`src/seq_cfg_pkg.sv`:
```
// Shared constants and types for the parameter-set stepper configuration
package seq_cfg_pkg;

  // Widths and sizes
  localparam int PARAM_W  = 32;
  localparam int SET_W    = 2;
  localparam int NUM_SETS = 4;
  localparam int LINE_N   = 2;

  // Register byte offsets
  localparam logic [7:0] OFS_CTRL     = 8'h00;
  localparam logic [7:0] OFS_ADDR_SRC = 8'h04;
  localparam logic [7:0] OFS_SLOT     = 8'h08;
  localparam logic [7:0] OFS_CMD      = 8'h0C;
  localparam logic [7:0] OFS_ACTIVE   = 8'h10;
  localparam logic [7:0] OFS_STATUS   = 8'h14;

  // Control register fields
  localparam int CTRL_ON_BIT     = 0;
  localparam int CTRL_POLICY_BIT = 1;
  localparam int CTRL_INV_LSB    = 2;
  localparam int CTRL_COUNT_LSB  = 4;

  // Address source register fields
  localparam int SRC_PICK_BIT = 0;
  localparam int SRC_LINE_BIT = 1;
  localparam int SRC0_RD_BIT  = 4;
  localparam int SRC1_RD_BIT  = 5;

  // Command and status fields
  localparam int CMD_SAVE_BIT   = 0;
  localparam int STAT_ADDR_LSB  = 0;
  localparam int STAT_STATE_LSB = 4;
  localparam int STAT_PINS_LSB  = 8;

  // Set count limits and reset values
  localparam logic [2:0]         MAX_SETS   = 3'h4;
  localparam logic [2:0]         MIN_SETS   = 3'h2;
  localparam logic [2:0]         RST_COUNT  = 3'h4;
  localparam logic               RST_POLICY = 1'h1;
  localparam logic [1:0]         RST_SRC    = 2'h2;
  localparam logic [PARAM_W-1:0] RST_ACTIVE = 32'h0000_0000;

  // Stepper states
  typedef enum logic [2:0] {
    ST_OFF   = 3'h1,
    ST_WAIT  = 3'h2,
    ST_FRAME = 3'h4
  } stepper_state_t;

endpackage

```
`src/set_mem_if.sv`:
```
// Port bundle between the stepper and its stored-set memory
`timescale 1ns/1ps
interface set_mem_if;
  import seq_cfg_pkg::*;
  logic               wr_en;
  logic [SET_W-1:0]   wr_idx;
  logic [PARAM_W-1:0] wr_data;
  logic [SET_W-1:0]   rd_idx;
  logic [PARAM_W-1:0] rd_data;

  modport owner (output wr_en, wr_idx, wr_data, rd_idx, input rd_data);
  modport store (input wr_en, wr_idx, wr_data, rd_idx, output rd_data);
endinterface

```
`src/seq_set_select_config.sv`:
```
// Parameter-set stepper in pin-chosen mode with AHB-Lite registers
`timescale 1ns/1ps
// Contract
// - A pin-chosen policy exists; software selects it before assigning sources.
// - The stored set count is programmable and limited to four.
// - With two sets only address bit 0 is used, picked automatically.
// - Either input line can drive address bit 0.
// - Above two sets, a bit pick chooses bit 0 or 1 for the source write.
// - A slot pick of 0 to 3 names the target of the next save.
// - Software adjustments act on the active set only.
// - Save copies the active values into the picked slot.
// - Save fully replaces the previous slot contents.
// - Set address is plain binary with bit 1 most significant.
// - High line sets its bit to one; inverted lines use low instead.
// - Each frame start while on, in pin-chosen policy and between frames, samples lines and loads the addressed set.
// - Turning off finishes the frame, then restores the prior active values.
module seq_set_select_config
  import seq_cfg_pkg::*;
(
  // Clock and reset
  input  logic               core_clk,
  input  logic               reset_n,
  // AHB-Lite slave
  input  logic               hsel,
  input  logic [31:0]        haddr,
  input  logic [1:0]         htrans,
  input  logic               hwrite,
  input  logic [2:0]         hsize,
  input  logic [31:0]        hwdata,
  input  logic               hready,
  output logic               hreadyout,
  output logic               hresp,
  output logic [31:0]        hrdata,
  // External lines
  input  logic               input_pin_a,
  input  logic               input_pin_b,
  // Frame timing
  input  logic               frame_start_trig,
  input  logic               frame_done,
  // Active set and status
  output logic [PARAM_W-1:0] active_value,
  output logic [SET_W-1:0]   cur_set,
  output logic               frame_busy
);

  logic               ph_valid_ff;
  logic               nxt_ph_valid;
  logic               ph_write_ff;
  logic               nxt_ph_write;
  logic [7:0]         ph_addr_ff;
  logic [7:0]         nxt_ph_addr;
  logic [31:0]        hrdata_ff;
  logic [31:0]        nxt_hrdata;
  logic [31:0]        rd_value;
  logic               on_ff;
  logic               nxt_on;
  logic               policy_ff;
  logic               nxt_policy;
  logic [1:0]         inv_ff;
  logic [1:0]         nxt_inv;
  logic [2:0]         count_ff;
  logic [2:0]         nxt_count;
  logic               pick_ff;
  logic               nxt_pick;
  logic [1:0]         src_ff;
  logic [1:0]         nxt_src;
  logic [SET_W-1:0]   slot_ff;
  logic [SET_W-1:0]   nxt_slot;
  logic [PARAM_W-1:0] active_ff;
  logic [PARAM_W-1:0] nxt_active;
  logic [PARAM_W-1:0] backup_ff;
  logic [PARAM_W-1:0] nxt_backup;
  logic [SET_W-1:0]   cur_set_ff;
  logic [SET_W-1:0]   nxt_cur_set;
  stepper_state_t     state_ff;
  stepper_state_t     nxt_state;
  logic [LINE_N-1:0]  pins_sync;
  logic [SET_W-1:0]   sel_addr;
  logic               eff_pick;
  logic               cfg_lock;
  logic               take;
  logic               wr_ctrl;
  logic               wr_src;
  logic               wr_slot;
  logic               wr_cmd;
  logic               wr_active;
  logic               save_go;
  logic               trig_go;

  set_mem_if mem_bus ();

  // Clamp a written set count into the legal range
  function automatic logic [2:0] clamp_count(input logic [2:0] v);
    logic [2:0] r;
    r = v;
    if (v > MAX_SETS) begin
      r = MAX_SETS;
    end else if (v < MIN_SETS) begin
      r = MIN_SETS;
    end
    return r;
  endfunction

  // Line synchronisers
  line_sync u_sync (
    .core_clk  (core_clk),
    .reset_n   (reset_n),
    .pins_raw  ({input_pin_b, input_pin_a}),
    .pins_sync (pins_sync)
  );

  // Saved set storage
  set_store u_store (
    .core_clk (core_clk),
    .reset_n  (reset_n),
    .mem      (mem_bus.store)
  );

  // Fixed bus answers
  assign hreadyout    = 1'h1;
  assign hresp        = 1'h0;
  assign hrdata       = hrdata_ff;
  assign active_value = active_ff;
  assign cur_set      = cur_set_ff;
  assign frame_busy   = (state_ff == ST_FRAME);

  // Data-phase write strobes
  assign take      = hsel & hready & htrans[1];
  assign wr_ctrl   = ph_valid_ff & ph_write_ff & (ph_addr_ff == OFS_CTRL);
  assign wr_src    = ph_valid_ff & ph_write_ff & (ph_addr_ff == OFS_ADDR_SRC);
  assign wr_slot   = ph_valid_ff & ph_write_ff & (ph_addr_ff == OFS_SLOT);
  assign wr_cmd    = ph_valid_ff & ph_write_ff & (ph_addr_ff == OFS_CMD);
  assign wr_active = ph_valid_ff & ph_write_ff & (ph_addr_ff == OFS_ACTIVE);

  // Policy, count, sources and saves are frozen while the stepper runs
  assign cfg_lock = on_ff | (state_ff != ST_OFF);

  // Two sets imply bit 0 without a pick
  assign eff_pick = (count_ff == MIN_SETS) ? 1'h0 : pick_ff;

  // Set address from the chosen lines
  assign sel_addr[0] = pins_sync[src_ff[0]] ^ inv_ff[src_ff[0]];
  assign sel_addr[1] = (count_ff == MIN_SETS) ? 1'h0 :
                       (pins_sync[src_ff[1]] ^ inv_ff[src_ff[1]]);

  // Memory port
  assign save_go         = wr_cmd & hwdata[CMD_SAVE_BIT] & ~cfg_lock;
  assign mem_bus.wr_en   = save_go;
  assign mem_bus.wr_idx  = slot_ff;
  assign mem_bus.wr_data = active_ff;
  assign mem_bus.rd_idx  = sel_addr;

  // Read mux
  always_comb begin
    rd_value = 32'h0000_0000;
    case (haddr[7:0])
      OFS_CTRL: begin
        rd_value[CTRL_ON_BIT]                = on_ff;
        rd_value[CTRL_POLICY_BIT]            = policy_ff;
        rd_value[CTRL_INV_LSB +: LINE_N]     = inv_ff;
        rd_value[CTRL_COUNT_LSB +: 3]        = count_ff;
      end
      OFS_ADDR_SRC: begin
        rd_value[SRC_PICK_BIT]               = eff_pick;
        rd_value[SRC_LINE_BIT]               = src_ff[eff_pick];
        rd_value[SRC0_RD_BIT]                = src_ff[0];
        rd_value[SRC1_RD_BIT]                = src_ff[1];
      end
      OFS_SLOT:   rd_value[SET_W-1:0]        = slot_ff;
      OFS_ACTIVE: rd_value                   = active_ff;
      OFS_STATUS: begin
        rd_value[STAT_ADDR_LSB +: SET_W]     = cur_set_ff;
        rd_value[STAT_STATE_LSB +: 3]        = state_ff;
        rd_value[STAT_PINS_LSB +: LINE_N]    = pins_sync;
      end
      default:    rd_value                   = 32'h0000_0000;
    endcase
  end

  // Address phase capture
  always_comb begin
    nxt_ph_valid = ph_valid_ff;
    nxt_ph_write = ph_write_ff;
    nxt_ph_addr  = ph_addr_ff;
    nxt_hrdata   = hrdata_ff;
    if (hready) begin
      nxt_ph_valid = take;
      nxt_ph_write = hwrite;
      nxt_ph_addr  = haddr[7:0];
      if (take && !hwrite) begin
        nxt_hrdata = rd_value;
      end
    end
  end

  always_ff @(posedge core_clk or negedge reset_n) begin
    if (!reset_n) begin
      ph_valid_ff <= 1'h0;
      ph_write_ff <= 1'h0;
      ph_addr_ff  <= 8'h00;
      hrdata_ff   <= 32'h0000_0000;
    end else begin
      ph_valid_ff <= nxt_ph_valid;
      ph_write_ff <= nxt_ph_write;
      ph_addr_ff  <= nxt_ph_addr;
      hrdata_ff   <= nxt_hrdata;
    end
  end

  // Configuration registers
  always_comb begin
    nxt_on     = on_ff;
    nxt_policy = policy_ff;
    nxt_inv    = inv_ff;
    nxt_count  = count_ff;
    nxt_pick   = eff_pick;
    nxt_src    = src_ff;
    nxt_slot   = slot_ff;
    if (wr_ctrl) begin
      nxt_on  = hwdata[CTRL_ON_BIT];
      nxt_inv = hwdata[CTRL_INV_LSB +: LINE_N];
      if (!cfg_lock) begin
        nxt_policy = hwdata[CTRL_POLICY_BIT];
        nxt_count  = clamp_count(hwdata[CTRL_COUNT_LSB +: 3]);
      end
    end
    if (wr_src && !cfg_lock) begin
      nxt_pick = (count_ff == MIN_SETS) ? 1'h0 : hwdata[SRC_PICK_BIT];
      nxt_src[nxt_pick] = hwdata[SRC_LINE_BIT];
    end
    if (wr_slot) begin
      nxt_slot = hwdata[SET_W-1:0];
    end
  end

  always_ff @(posedge core_clk or negedge reset_n) begin
    if (!reset_n) begin
      on_ff     <= 1'h0;
      policy_ff <= RST_POLICY;
      inv_ff    <= 2'h0;
      count_ff  <= RST_COUNT;
      pick_ff   <= 1'h0;
      src_ff    <= RST_SRC;
      slot_ff   <= 2'h0;
    end else begin
      on_ff     <= nxt_on;
      policy_ff <= nxt_policy;
      inv_ff    <= nxt_inv;
      count_ff  <= nxt_count;
      pick_ff   <= nxt_pick;
      src_ff    <= nxt_src;
      slot_ff   <= nxt_slot;
    end
  end

  // Frame start taken only in pin-chosen policy
  assign trig_go = frame_start_trig & on_ff & policy_ff;

  // Stepper state and active set
  always_comb begin
    nxt_state   = state_ff;
    nxt_active  = active_ff;
    nxt_backup  = backup_ff;
    nxt_cur_set = cur_set_ff;
    if (wr_active) begin
      nxt_active = hwdata;
    end
    unique case (state_ff)
      ST_OFF: begin
        if (on_ff) begin
          nxt_backup = active_ff;
          nxt_state  = ST_WAIT;
        end
      end
      ST_WAIT: begin
        if (!on_ff) begin
          nxt_active = backup_ff;
          nxt_state  = ST_OFF;
        end else if (trig_go) begin
          nxt_active  = mem_bus.rd_data;
          nxt_cur_set = sel_addr;
          nxt_state   = ST_FRAME;
        end
      end
      ST_FRAME: begin
        if (frame_done && on_ff) begin
          nxt_state = ST_WAIT;
        end else if (frame_done) begin
          nxt_active = backup_ff;
          nxt_state  = ST_OFF;
        end
      end
      default: nxt_state = ST_OFF;
    endcase
  end

  always_ff @(posedge core_clk or negedge reset_n) begin
    if (!reset_n) begin
      state_ff   <= ST_OFF;
      active_ff  <= RST_ACTIVE;
      backup_ff  <= RST_ACTIVE;
      cur_set_ff <= 2'h0;
    end else begin
      state_ff   <= nxt_state;
      active_ff  <= nxt_active;
      backup_ff  <= nxt_backup;
      cur_set_ff <= nxt_cur_set;
    end
  end

  chk_count_limit: assert property (
    @(posedge core_clk) disable iff (!reset_n)
    count_ff <= MAX_SETS && count_ff >= MIN_SETS)
    else $error("set count outside two to four");

  chk_two_set_bit: assert property (
    @(posedge core_clk) disable iff (!reset_n)
    count_ff == MIN_SETS |-> sel_addr[1] == 1'h0 && eff_pick == 1'h0)
    else $error("bit 1 or pick active with two sets");

  chk_trig_load: assert property (
    @(posedge core_clk) disable iff (!reset_n)
    state_ff == ST_WAIT && on_ff && trig_go |=>
      active_ff == $past(mem_bus.rd_data) && cur_set_ff == $past(sel_addr)
      && state_ff == ST_FRAME)
    else $error("frame start did not load the addressed set");

  chk_off_restore: assert property (
    @(posedge core_clk) disable iff (!reset_n)
    $past(state_ff) != ST_OFF && state_ff == ST_OFF |-> active_ff == $past(backup_ff))
    else $error("active set not restored on stop");

  chk_frame_finish: assert property (
    @(posedge core_clk) disable iff (!reset_n)
    state_ff == ST_FRAME && !frame_done |=> state_ff == ST_FRAME)
    else $error("frame left before its end");

  chk_save_target: assert property (
    @(posedge core_clk) disable iff (!reset_n)
    wr_cmd && hwdata[CMD_SAVE_BIT] && state_ff == ST_OFF && !on_ff |->
      mem_bus.wr_en && mem_bus.wr_idx == slot_ff && mem_bus.wr_data == active_ff)
    else $error("save missed or aimed at the wrong slot");

  chk_active_adjust: assert property (
    @(posedge core_clk) disable iff (!reset_n)
    wr_active && state_ff == ST_OFF && !on_ff |=> active_ff == $past(hwdata))
    else $error("active set write lost");

  chk_bit_polarity: assert property (
    @(posedge core_clk) disable iff (!reset_n)
    !inv_ff[0] && src_ff[0] == 1'h0 |-> sel_addr[0] == pins_sync[0])
    else $error("bit 0 does not follow a non-inverted line");

  chk_source_write: assert property (
    @(posedge core_clk) disable iff (!reset_n)
    wr_src && !cfg_lock && count_ff != MIN_SETS |=>
      src_ff[$past(hwdata[SRC_PICK_BIT])] == $past(hwdata[SRC_LINE_BIT]))
    else $error("source write not applied to picked bit");

endmodule

```
`src/line_sync.sv`:
```
// Two-stage synchronisers for the external input lines
`timescale 1ns/1ps
module line_sync
  import seq_cfg_pkg::*;
(
  // Clock and reset
  input  logic              core_clk,
  input  logic              reset_n,
  // Lines
  input  logic [LINE_N-1:0] pins_raw,
  output logic [LINE_N-1:0] pins_sync
);

  genvar g;
  generate
    for (g = 0; g < LINE_N; g++) begin : g_bit
      logic meta_ff;
      logic nxt_meta;
      logic sync_ff;
      logic nxt_sync;

      // Next values of both stages
      always_comb begin
        nxt_meta = pins_raw[g];
        nxt_sync = meta_ff;
      end

      // Stage registers
      always_ff @(posedge core_clk or negedge reset_n) begin
        if (!reset_n) begin
          meta_ff <= 1'h0;
          sync_ff <= 1'h0;
        end else begin
          meta_ff <= nxt_meta;
          sync_ff <= nxt_sync;
        end
      end

      assign pins_sync[g] = sync_ff;
    end
  endgenerate

  chk_sync_delay: assert property (
    @(posedge core_clk) disable iff (!reset_n)
    $past(reset_n) && $past(reset_n, 2) |-> pins_sync == $past(pins_raw, 2))
    else $error("line synchroniser delay is not two cycles");

endmodule

```
`src/set_store.sv`:
```
// Storage for the saved parameter sets
`timescale 1ns/1ps
module set_store
  import seq_cfg_pkg::*;
(
  // Clock and reset
  input  logic     core_clk,
  input  logic     reset_n,
  // Memory port
  set_mem_if.store mem
);

  logic [PARAM_W-1:0] slot_rd [NUM_SETS];

  genvar g;
  generate
    for (g = 0; g < NUM_SETS; g++) begin : g_slot
      logic [PARAM_W-1:0] word_ff;
      logic [PARAM_W-1:0] nxt_word;

      // Save overwrites the whole word
      always_comb begin
        nxt_word = word_ff;
        if (mem.wr_en && (mem.wr_idx == SET_W'(g))) begin
          nxt_word = mem.wr_data;
        end
      end

      // Word register
      always_ff @(posedge core_clk or negedge reset_n) begin
        if (!reset_n) begin
          word_ff <= RST_ACTIVE;
        end else begin
          word_ff <= nxt_word;
        end
      end

      assign slot_rd[g] = word_ff;

      chk_slot_write: assert property (
        @(posedge core_clk) disable iff (!reset_n)
        mem.wr_en && (mem.wr_idx == SET_W'(g)) |=> word_ff == $past(mem.wr_data))
        else $error("saved set does not hold the stored value");
    end
  endgenerate

  // Read selected set
  assign mem.rd_data = slot_rd[mem.rd_idx];

endmodule

```
`config.mk`:
```
export PLATFORM = sky130hd
export DESIGN_NAME = seq_set_select_config
export DESIGN_NICKNAME = d
export VERILOG_FILES = /design/src/seq_cfg_pkg.sv /design/src/set_mem_if.sv /design/src/seq_set_select_config.sv /design/src/line_sync.sv /design/src/set_store.sv
export SDC_FILE = /design/constraint.sdc
export NUM_CORES = 1
export LEC_CHECK = 0
export BUFFER_PORTS_ARGS = -buffer_cell sky130_fd_sc_hd__buf_2
export CAP_MARGIN = 0
export CORE_UTILIZATION = 55
export DETAILED_ROUTE_END_ITERATION = 6
export GPL_ROUTABILITY_DRIVEN = 0
export PLACE_DENSITY = 0.77
export SKIP_LAST_GASP = 1
export SYNTH_ARGS = -nofsm -noshare
export SYNTH_HDL_FRONTEND = slang
export SYNTH_HIERARCHICAL = 1
export SYNTH_SLANG_ARGS = --single-unit
```
`constraint.sdc`:
```
create_clock -name core_clk -period 2.69 [get_ports core_clk]
set_input_delay 0.269 -clock core_clk [delete_from_list [all_inputs] [get_ports core_clk]]
set_output_delay 0.269 -clock core_clk [all_outputs]
set_load 0.02 [all_outputs]
```
==> tab_implementation.tex, run 1 <==
\begin{tabular}{lr}
\hline
Metric & Value \\
\hline
\multicolumn{2}{l}{\textbf{Outcome}} \\
\quad Run status & completed \\
\multicolumn{2}{l}{\textbf{Synth}} \\
\quad Ranking of synthesized cells by area & sky130\_fd\_sc\_hd\_\_dfrtp\_1 56\%, sky130\_fd\_sc\_hd\_\_mux2\_2 18\%, sky130\_fd\_sc\_hd\_\_mux4\_2 6.8\% \\
\quad Number of warning messages in the yosys log & 6 \\
\quad Async set-reset flop share out of synthesis & 1.00 \\
\quad Synthesized netlist cell count & 764 \\
\quad Predominant post-synthesis flop cell & sky130\_fd\_sc\_hd\_\_dfrtp\_1 \\
\quad Area of the mapped netlist & 11200 um\^{}2 \\
\quad Cell accounting for the most synthesized area & sky130\_fd\_sc\_hd\_\_dfrtp\_1 \\
\quad Share of the synthesized area in the top cell type & 0.559 \\
\quad Synth cell types & 60 \\
\quad Seq/Total Area, Yosys & 0.569 \\
\quad Synthesized netlist net count & 842 \\
\quad Flop and latch count out of synthesis & 255 \\
\quad Per-instance average area after synthesis & 14.7 um\^{}2 \\
\quad Number of enable flip-flop cells after synthesis & 0 \\
\multicolumn{2}{l}{\textbf{STA}} \\
\quad Number of hold-slack violations in the final timing report & 0 \\
\quad Final Critical Period & roughly 2.6 ns \\
\quad Slew at the pin closest to its max-slew limit & roughly 0.77 ns \\
\quad Total negative setup slack & 0 ns \\
\quad Final-report setup violation count & 0 \\
\quad Headroom to the max-slew limit & 0.481 \\
\quad Final clock skew & between 0.008 and 0.009 ns \\
\quad Post-route fraction of the period consumed by the critical path & 0.955 \\
\quad Worst-case hold slack & between 0.01 and 0.015 ns \\
\quad Achievable clock frequency & just under 400 MHz \\
\quad Unrepaired setup endpoints after global routing & no \\
\quad Final-report max-slew violation count & 0 \\
\multicolumn{2}{l}{\textbf{Route}} \\
\quad Violation count after the first detailed-routing iteration & 336 \\
\quad Detail-routed net length per standard cell & 21.4 um \\
\quad Post-Route WL & 25200 um \\
\quad Drc violations & 0 \\
\quad Vias per std cell & 5.99 \\
\quad Post-DRT Antenna Nets & 0 \\
\quad First-pass iteration count of the detailed router & 5 \\
\quad Via count & 7053 \\
\multicolumn{2}{l}{\textbf{Clock network}} \\
\quad Clock insertion delay at the later pin of the skew report & 0.52 ns \\
\quad Register clock-pin slew on the reported worst setup and hold paths & $\sim$0.06 ns \\
\quad Total CTS buffers & 27 \\
\quad Clock tree from TritonCTS & done \\
\quad H-Tree Level Count & 1 \\
\quad TritonCTS Sinks & around 260 \\
\quad CTS root buf & sky130\_fd\_sc\_hd\_\_clkbuf\_16 \\
\quad Max Root-Sink Buffers & 3 \\
\multicolumn{2}{l}{\textbf{Floorplanning}} \\
\quad Total core area & 19700 um\^{}2 \\
\quad Full die area & 21000 um\^{}2 \\
\quad X dimension of the die & $\sim$140 um \\
\quad Floorplan row count & 51 \\
\quad IO Pins & around 150 \\
\quad Effective utilization at floorplan & 0.569 \\
\quad Die boundary height & 145 um \\
\multicolumn{2}{l}{\textbf{Critical path}} \\
\quad Startpoint type of the worst setup path & flip-flop \\
\quad Critical path capture point type & flip-flop \\
\quad Largest driver fanout on the critical path & 18 \\
\quad Worst R2R Path Depth & 8 \\
\quad Critical path start-end classification & flip-flop to flip-flop \\
\quad Reg2reg end & u\_store/g\_slot[0].word\_ff[26] \\
\quad Origin of the worst setup path & ph\_addr\_ff[5] \\
\quad Setup slack on the worst flop-to-flop path & about 0.12 ns \\
\quad Endpoint of the worst setup timing path & u\_store/g\_slot[0].word\_ff[26] \\
\quad Startpoint of the lowest-slack register-to-register path & ph\_addr\_ff[5] \\
\quad Worst EP arrival & just under 3 ns \\
\quad Data required time at the worst endpoint & 3.09 ns \\
\multicolumn{2}{l}{\textbf{Global routing}} \\
\quad Vias in the first global route & $\sim$7300 \\
\quad Global-route wire length before repair & 40400 um \\
\quad Overall track demand over capacity in global routing & 0.254 \\
\quad Sum of overflow across all layers after global routing & 0 \\
\quad Pin count of the biggest net entering global routing & between 70 and 80 \\
\quad Initial antenna violation count & 0 \\
\multicolumn{2}{l}{\textbf{Min path}} \\
\quad Tightest Hold Check Type & input pin to flip-flop \\
\quad Startpoint of the tightest hold check path & haddr[6] \\
\multicolumn{2}{l}{\textbf{Place}} \\
\quad Sum of net half-perimeters after detailed placement & 15400 um \\
\quad Instance area at placement & 12200 um\^{}2 \\
\quad Buffers added on ports & between 100 and 150 \\
\multicolumn{2}{l}{\textbf{Final layout}} \\
\quad Final design utilization & 0.667 \\
\quad Total Nets Final & just under 1000 \\
\quad Area Growth Syn to Fin & 17.1\% \\
\quad Final design area excluding fillers & around 13000 um\^{}2 \\
\quad Fraction of layout instances using a drive strength above 1 & 0.457 \\
\quad Count of antenna diodes in the layout & 0 \\
\multicolumn{2}{l}{\textbf{Power}} \\
\quad Pwr/cell area & 595 nW/um\^{}2 \\
\quad Peak VDD IR & 0.465 mV \\
\quad Leak Pwr & around 6.7 nW \\
\quad Power after layout & roughly 7.8 mW \\
\multicolumn{2}{l}{\textbf{Flow run}} \\
\quad Maxcap violations & 0 \\
\hline
\end{tabular}
## layer usage
metal,part of all wire,global-route usage
met1,0.44,0.356
met2,0.49,0.420
met3,0.043,0.0322
met4,0.021,0.0704
met5,0,0
## how the worst min path moves through the flow
stage	end	slack (ns)	cells past startpoint
2_1_floorplan	active_value[0]	-0.03	0
3_3_place_gp	ph_addr_ff[6]	0.28	1
3_5_place_dp	hrdata[4]	0.28	1
4_1_cts	ph_addr_ff[6]	0.004	2
5_1_grt	ph_addr_ff[6]	0.02	2
6_report	ph_addr_ff[6]	0.01	2
## state kept, by name, indices dropped and copies added (netlist names)
signal,count
src_ff,2
on_ff,1
backup_ff,32
ph_valid_ff,1
u_store/g_slot.word_ff,128
hrdata,32
state_ff,3
inv_ff,2
count_ff,3
active_value,32
ph_addr_ff,8
ph_write_ff,1
pick_ff,1
policy_ff,1
cur_set,2
u_sync/g_bit.sync_ff,2
u_sync/g_bit.meta_ff,2
mem_bus.wr_idx,2
## worst max-delay path: stages, from the launching register on
cell,delay (ns)
sky130_fd_sc_hd__dfrtp_1,0.39
sky130_fd_sc_hd__or4_4,0.59
sky130_fd_sc_hd__nor3_4,0.20
sky130_fd_sc_hd__nand3_1,0.11
sky130_fd_sc_hd__nor2_1,0.15
sky130_fd_sc_hd__buf_4,0.15
sky130_fd_sc_hd__nor3b_4,0.28
sky130_fd_sc_hd__buf_12,0.22
sky130_fd_sc_hd__mux2_2,0.35
## logic make-up (layout without fill, tap and decap cells)
logic type | after synthesis | after routing | share of synthesized area
other cells | 2 | 2 | 0.000669
buf+inv | 60 | 209 | 0.0280
simple gates | 75 | 75 | 0.0450
compound gates | 120 | 120 | 0.0739
mux | 250 | 250 | 0.282
flops | 255 | 255 | 0.569
xor+xnor | 2 | 2 | 0.00156
## synthesized netlist by cell type, drive strengths merged (2+ instances only)
master	number
dfrtp	251
mux2	182
o21ai	38
buf	37
a22oi	34
mux2i	34
mux4	34
a22o	25
clkbuf	17
nand2	14
a21oi	7
nand3	7
nor2	7
nor3	7
inv	6
a211oi	4
dfstp	4
nand3b	4
nand4b	4
nor3b	4
nor4	4
and3	3
nor4b	3
or3	3
a21o	2
a31oi	2
a32oi	2
conb	2
nand2b	2
nand4	2
nor4bb	2
or4	2
## report_power, final
| group | total [mW] | switching, mW | leakage (nW) | internal (mW) |
|---|---|---|---|---|
| clock | 3.45 | 1.45 | 0.406 | 2.00 |
| sequential | 3.96 | 0.0741 | 3.51 | 3.89 |
| combinational | 0.402 | 0.239 | 2.78 | 0.162 |
## repair_timing
action / in CTS / in global routing
endpoints found under the setup margin: 0 / 24
setup buffers: 0 / 0
hold endpoints to repair: 78 / 0
gates resized for setup: 0 / 1
hold buffers: 10 / 0
## cell usage in the layout (no fill, tap or decap), types with 7 or more instances in the layout
master | synthesis | layout
sky130_fd_sc_hd__clkbuf_1 | 16 | 9
sky130_fd_sc_hd__a22oi_1 | 34 | 34
sky130_fd_sc_hd__buf_2 | 19 | 115
sky130_fd_sc_hd__clkbuf_16 | 0 | 27
sky130_fd_sc_hd__nor2_1 | 7 | 7
sky130_fd_sc_hd__mux2i_1 | 34 | 34
sky130_fd_sc_hd__dlygate4sd3_1 | 0 | 10
sky130_fd_sc_hd__mux4_2 | 34 | 34
sky130_fd_sc_hd__dfrtp_1 | 251 | 251
sky130_fd_sc_hd__o21ai_0 | 26 | 26
sky130_fd_sc_hd__o21ai_1 | 12 | 12
sky130_fd_sc_hd__nand2_1 | 13 | 13
sky130_fd_sc_hd__mux2_2 | 176 | 176
sky130_fd_sc_hd__a22o_1 | 25 | 25
sky130_fd_sc_hd__buf_4 | 11 | 25
## area by class of cell
cell class / instances / area, um^2
clock inverter: 5 / 25.0
inverter: 6 / 22.5
fill: 1405 / 6570
timing repair buffer: 156 / 978
tap: 265 / 332
clock buffer: 42 / 792
multi-input combinational: 449 / 4610
sequential: 255 / 6390
## stage by stage
step | std cells | worst slack, ns
6_report | 1178 | 0.122
3_5_place_dp | 1121 | 0.143
2_1_floorplan | 764 | 0.322
5_1_grt | 1178 | 0.0263
3_3_place_gp | 1121 | 0.176
4_1_cts | 1178 | 0.0952
(Power assumes the default switching activity.)
==> run 2, diff against run 1 <==
Settings changed: CORE_ASPECT_RATIO set to 0.5.
==> tab_implementation.tex, run 2 (same netlist as run 1, synthesis figures left out) <==
\begin{tabular}{lr}
\hline
Metric & Value \\
\hline
\multicolumn{2}{l}{\textbf{Critical path}} \\
\quad Setup slack on the worst flop-to-flop path & 0.09 ns \\
\quad Worst EP arrival & $\sim$3.0 ns \\
\quad Startpoint type of the worst setup path & flip-flop \\
\quad Critical path start-end classification & flip-flop to flip-flop \\
\quad Critical path capture point type & flip-flop \\
\quad Startpoint of the lowest-slack register-to-register path & ph\_addr\_ff[5] \\
\quad Reg2reg end & u\_store/g\_slot[0].word\_ff[15] \\
\quad Largest driver fanout on the critical path & 10 \\
\quad Worst R2R Path Depth & 7 \\
\quad Data required time at the worst endpoint & 3.07 ns \\
\multicolumn{2}{l}{\textbf{STA}} \\
\quad Number of hold-slack violations in the final timing report & 0 \\
\quad Post-route fraction of the period consumed by the critical path & 0.968 \\
\quad Slew at the pin closest to its max-slew limit & between 0.7 and 0.8 ns \\
\quad Final-report setup violation count & 0 \\
\quad Achievable clock frequency & 384 MHz \\
\quad Total negative setup slack & 0 ns \\
\quad Final-report max-slew violation count & 0 \\
\quad Headroom to the max-slew limit & 0.466 \\
\quad Final clock skew & 0.00912 ns \\
\quad Unrepaired setup endpoints after global routing & no \\
\quad Final Critical Period & 2.60 ns \\
\multicolumn{2}{l}{\textbf{Global routing}} \\
\quad Overall track demand over capacity in global routing & 0.253 \\
\quad Global-route wire length before repair & between 40000 and 50000 um \\
\quad Pin count of the biggest net entering global routing & between 100 and 150 \\
\quad Sum of overflow across all layers after global routing & 0 \\
\quad Vias in the first global route & 7256 \\
\quad Initial antenna violation count & 0 \\
\multicolumn{2}{l}{\textbf{Floorplanning}} \\
\quad Total core area & about 20000 um\^{}2 \\
\quad Die boundary height & 103 um \\
\quad IO Pins & 147 \\
\quad X dimension of the die & 204 um \\
\quad Floorplan row count & 36 \\
\quad Full die area & 21000 um\^{}2 \\
\quad Effective utilization at floorplan & 0.569 \\
\multicolumn{2}{l}{\textbf{Route}} \\
\quad First-pass iteration count of the detailed router & 5 \\
\quad Post-DRT Antenna Nets & 0 \\
\quad Drc violations & 0 \\
\quad Via count & 7094 \\
\quad Violation count after the first detailed-routing iteration & 496 \\
\quad Vias per std cell & 6.09 \\
\quad Post-Route WL & about 26000 um \\
\quad Detail-routed net length per standard cell & roughly 22 um \\
\multicolumn{2}{l}{\textbf{Final layout}} \\
\quad Final design utilization & 0.659 \\
\quad Count of antenna diodes in the layout & 0 \\
\quad Fraction of layout instances using a drive strength above 1 & 0.461 \\
\quad Total Nets Final & 962 \\
\quad Final cell count without fillers & $\sim$1200 \\
\quad Most common library cell in the layout ignoring fill and taps & sky130\_fd\_sc\_hd\_\_dfrtp\_1 \\
\quad Area Growth Syn to Fin & 15.7\% \\
\quad Most used cells in the layout excluding fill and tap cells & 251 x sky130\_fd\_sc\_hd\_\_dfrtp\_1, 176 x sky130\_fd\_sc\_hd\_\_mux2\_2, 115 x sky130\_fd\_sc\_hd\_\_buf\_2 \\
\quad Flip-flop count of the largest register, all copies and words added & between 100 and 150 \\
\quad Register with the most flip-flops & u\_store/g\_slot.word\_ff \\
\multicolumn{2}{l}{\textbf{Place}} \\
\quad Buffers added on ports & 116 \\
\quad Sum of net half-perimeters after detailed placement & roughly 16000 um \\
\quad Inst Count DP & 1121 \\
\multicolumn{2}{l}{\textbf{Clock network}} \\
\quad Max Root-Sink Buffers & 3 \\
\quad Total CTS buffers & 23 \\
\quad H-Tree Level Count & 1 \\
\quad TritonCTS Sinks & 255 \\
\quad Register clock-pin slew on the reported worst setup and hold paths & 0.06 ns \\
\quad CTS root buf & sky130\_fd\_sc\_hd\_\_clkbuf\_16 \\
\quad Clock insertion delay at the later pin of the skew report & 0.51 ns \\
\quad Clock tree from TritonCTS & done \\
\multicolumn{2}{l}{\textbf{Outcome}} \\
\quad Run status & completed \\
\multicolumn{2}{l}{\textbf{Min path}} \\
\quad Startpoint of the tightest hold check path & hwdata[2] \\
\quad Endpoint of the worst hold-timing path & inv\_ff[0] \\
\quad Tightest Hold Check Type & input pin to flip-flop \\
\quad Hold Path Cell Cnt & 2 \\
\multicolumn{2}{l}{\textbf{Power}} \\
\quad Peak VDD IR & approximately 0.36 mV \\
\quad Pwr/cell area & 587 nW/um\^{}2 \\
\quad Power after layout & 7.63 mW \\
\quad Leak Pwr & roughly 6.6 nW \\
\multicolumn{2}{l}{\textbf{Flow run}} \\
\quad Maxcap violations & 0 \\
\hline
\end{tabular}
[run 2: metrics by stage]
stage / hold WS (ns) / area [um^2] / setup WS, ns
final: 0.0237 / 13000 / 0.0864
after global routing: 0.0174 / 13000 / 0.0172
after CTS: 0.0138 / 13000 / 0.0921
after detailed placement: 0.283 / 12200 / 0.132
after global placement: 0.272 / 12200 / 0.211
after floorplan: -0.0266 / 11200 / 0.322
[run 2: worst max path at each step]
stage	start	endpoint	slack, ns	cells after the start
after global routing	ph_addr_ff[5]	u_store/g_slot[0].word_ff[16]	0.02	7
after global placement	ph_addr_ff[5]	u_store/g_slot[1].word_ff[9]	0.21	8
after detailed placement	ph_addr_ff[5]	u_store/g_slot[0].word_ff[15]	0.13	7
final	ph_addr_ff[5]	u_store/g_slot[0].word_ff[15]	0.09	7
after CTS	ph_addr_ff[5]	u_store/g_slot[0].word_ff[15]	0.09	7
after floorplan	ph_addr_ff[5]	u_store/g_slot[0].word_ff[21]	0.32	7
[run 2: final cells by class]
class / count / area, um^2
Inverter: 6 / 22.5
Clock buffer: 35 / 701
Timing Repair Buffer: 149 / 898
Sequential cell: 255 / 6390
Multi-Input combinational cell: 449 / 4610
Clock inverter: 4 / 47.5
Fill cell: 1403 / 6730
Tap cell: 266 / 333
[run 2: metal layers]
layer	up-vias	part of all wire	GRT usage
li1	3112	-	-
met1	3755	0.45	0.355
met2	199	0.49	0.431
met3	28	0.048	0.0373
met4	0	0.014	0.0425
met5	-	0	0
[run 2: power breakdown]
part | internal [mW] | total, mW | switching [mW]
registers | 3.89 | 3.96 | 0.0729
clock network | 1.88 | 3.28 | 1.39
logic | 0.157 | 0.397 | 0.240
total | 5.93 | 7.63 | 1.71
[run 2: repair_timing]
| item | in CTS | in global routing |
|---|---|---|
| setup endpoints to repair | 0 | 0 |
| buffers inserted | 0 | 0 |
| hold buffers | 4 | 0 |
| endpoints found under the hold margin | 73 | 0 |
| gates resized for setup | 0 | 0 |
[run 2: worst max-delay path, cell delays in order, from the launching register on]
cell,delay [ns]
sky130_fd_sc_hd__dfrtp_1,0.38
sky130_fd_sc_hd__or4_4,0.59
sky130_fd_sc_hd__nor3_2,0.28
sky130_fd_sc_hd__nand3_1,0.14
sky130_fd_sc_hd__nor2_1,0.18
sky130_fd_sc_hd__nor3b_4,0.29
sky130_fd_sc_hd__buf_4,0.26
sky130_fd_sc_hd__mux2_2,0.36
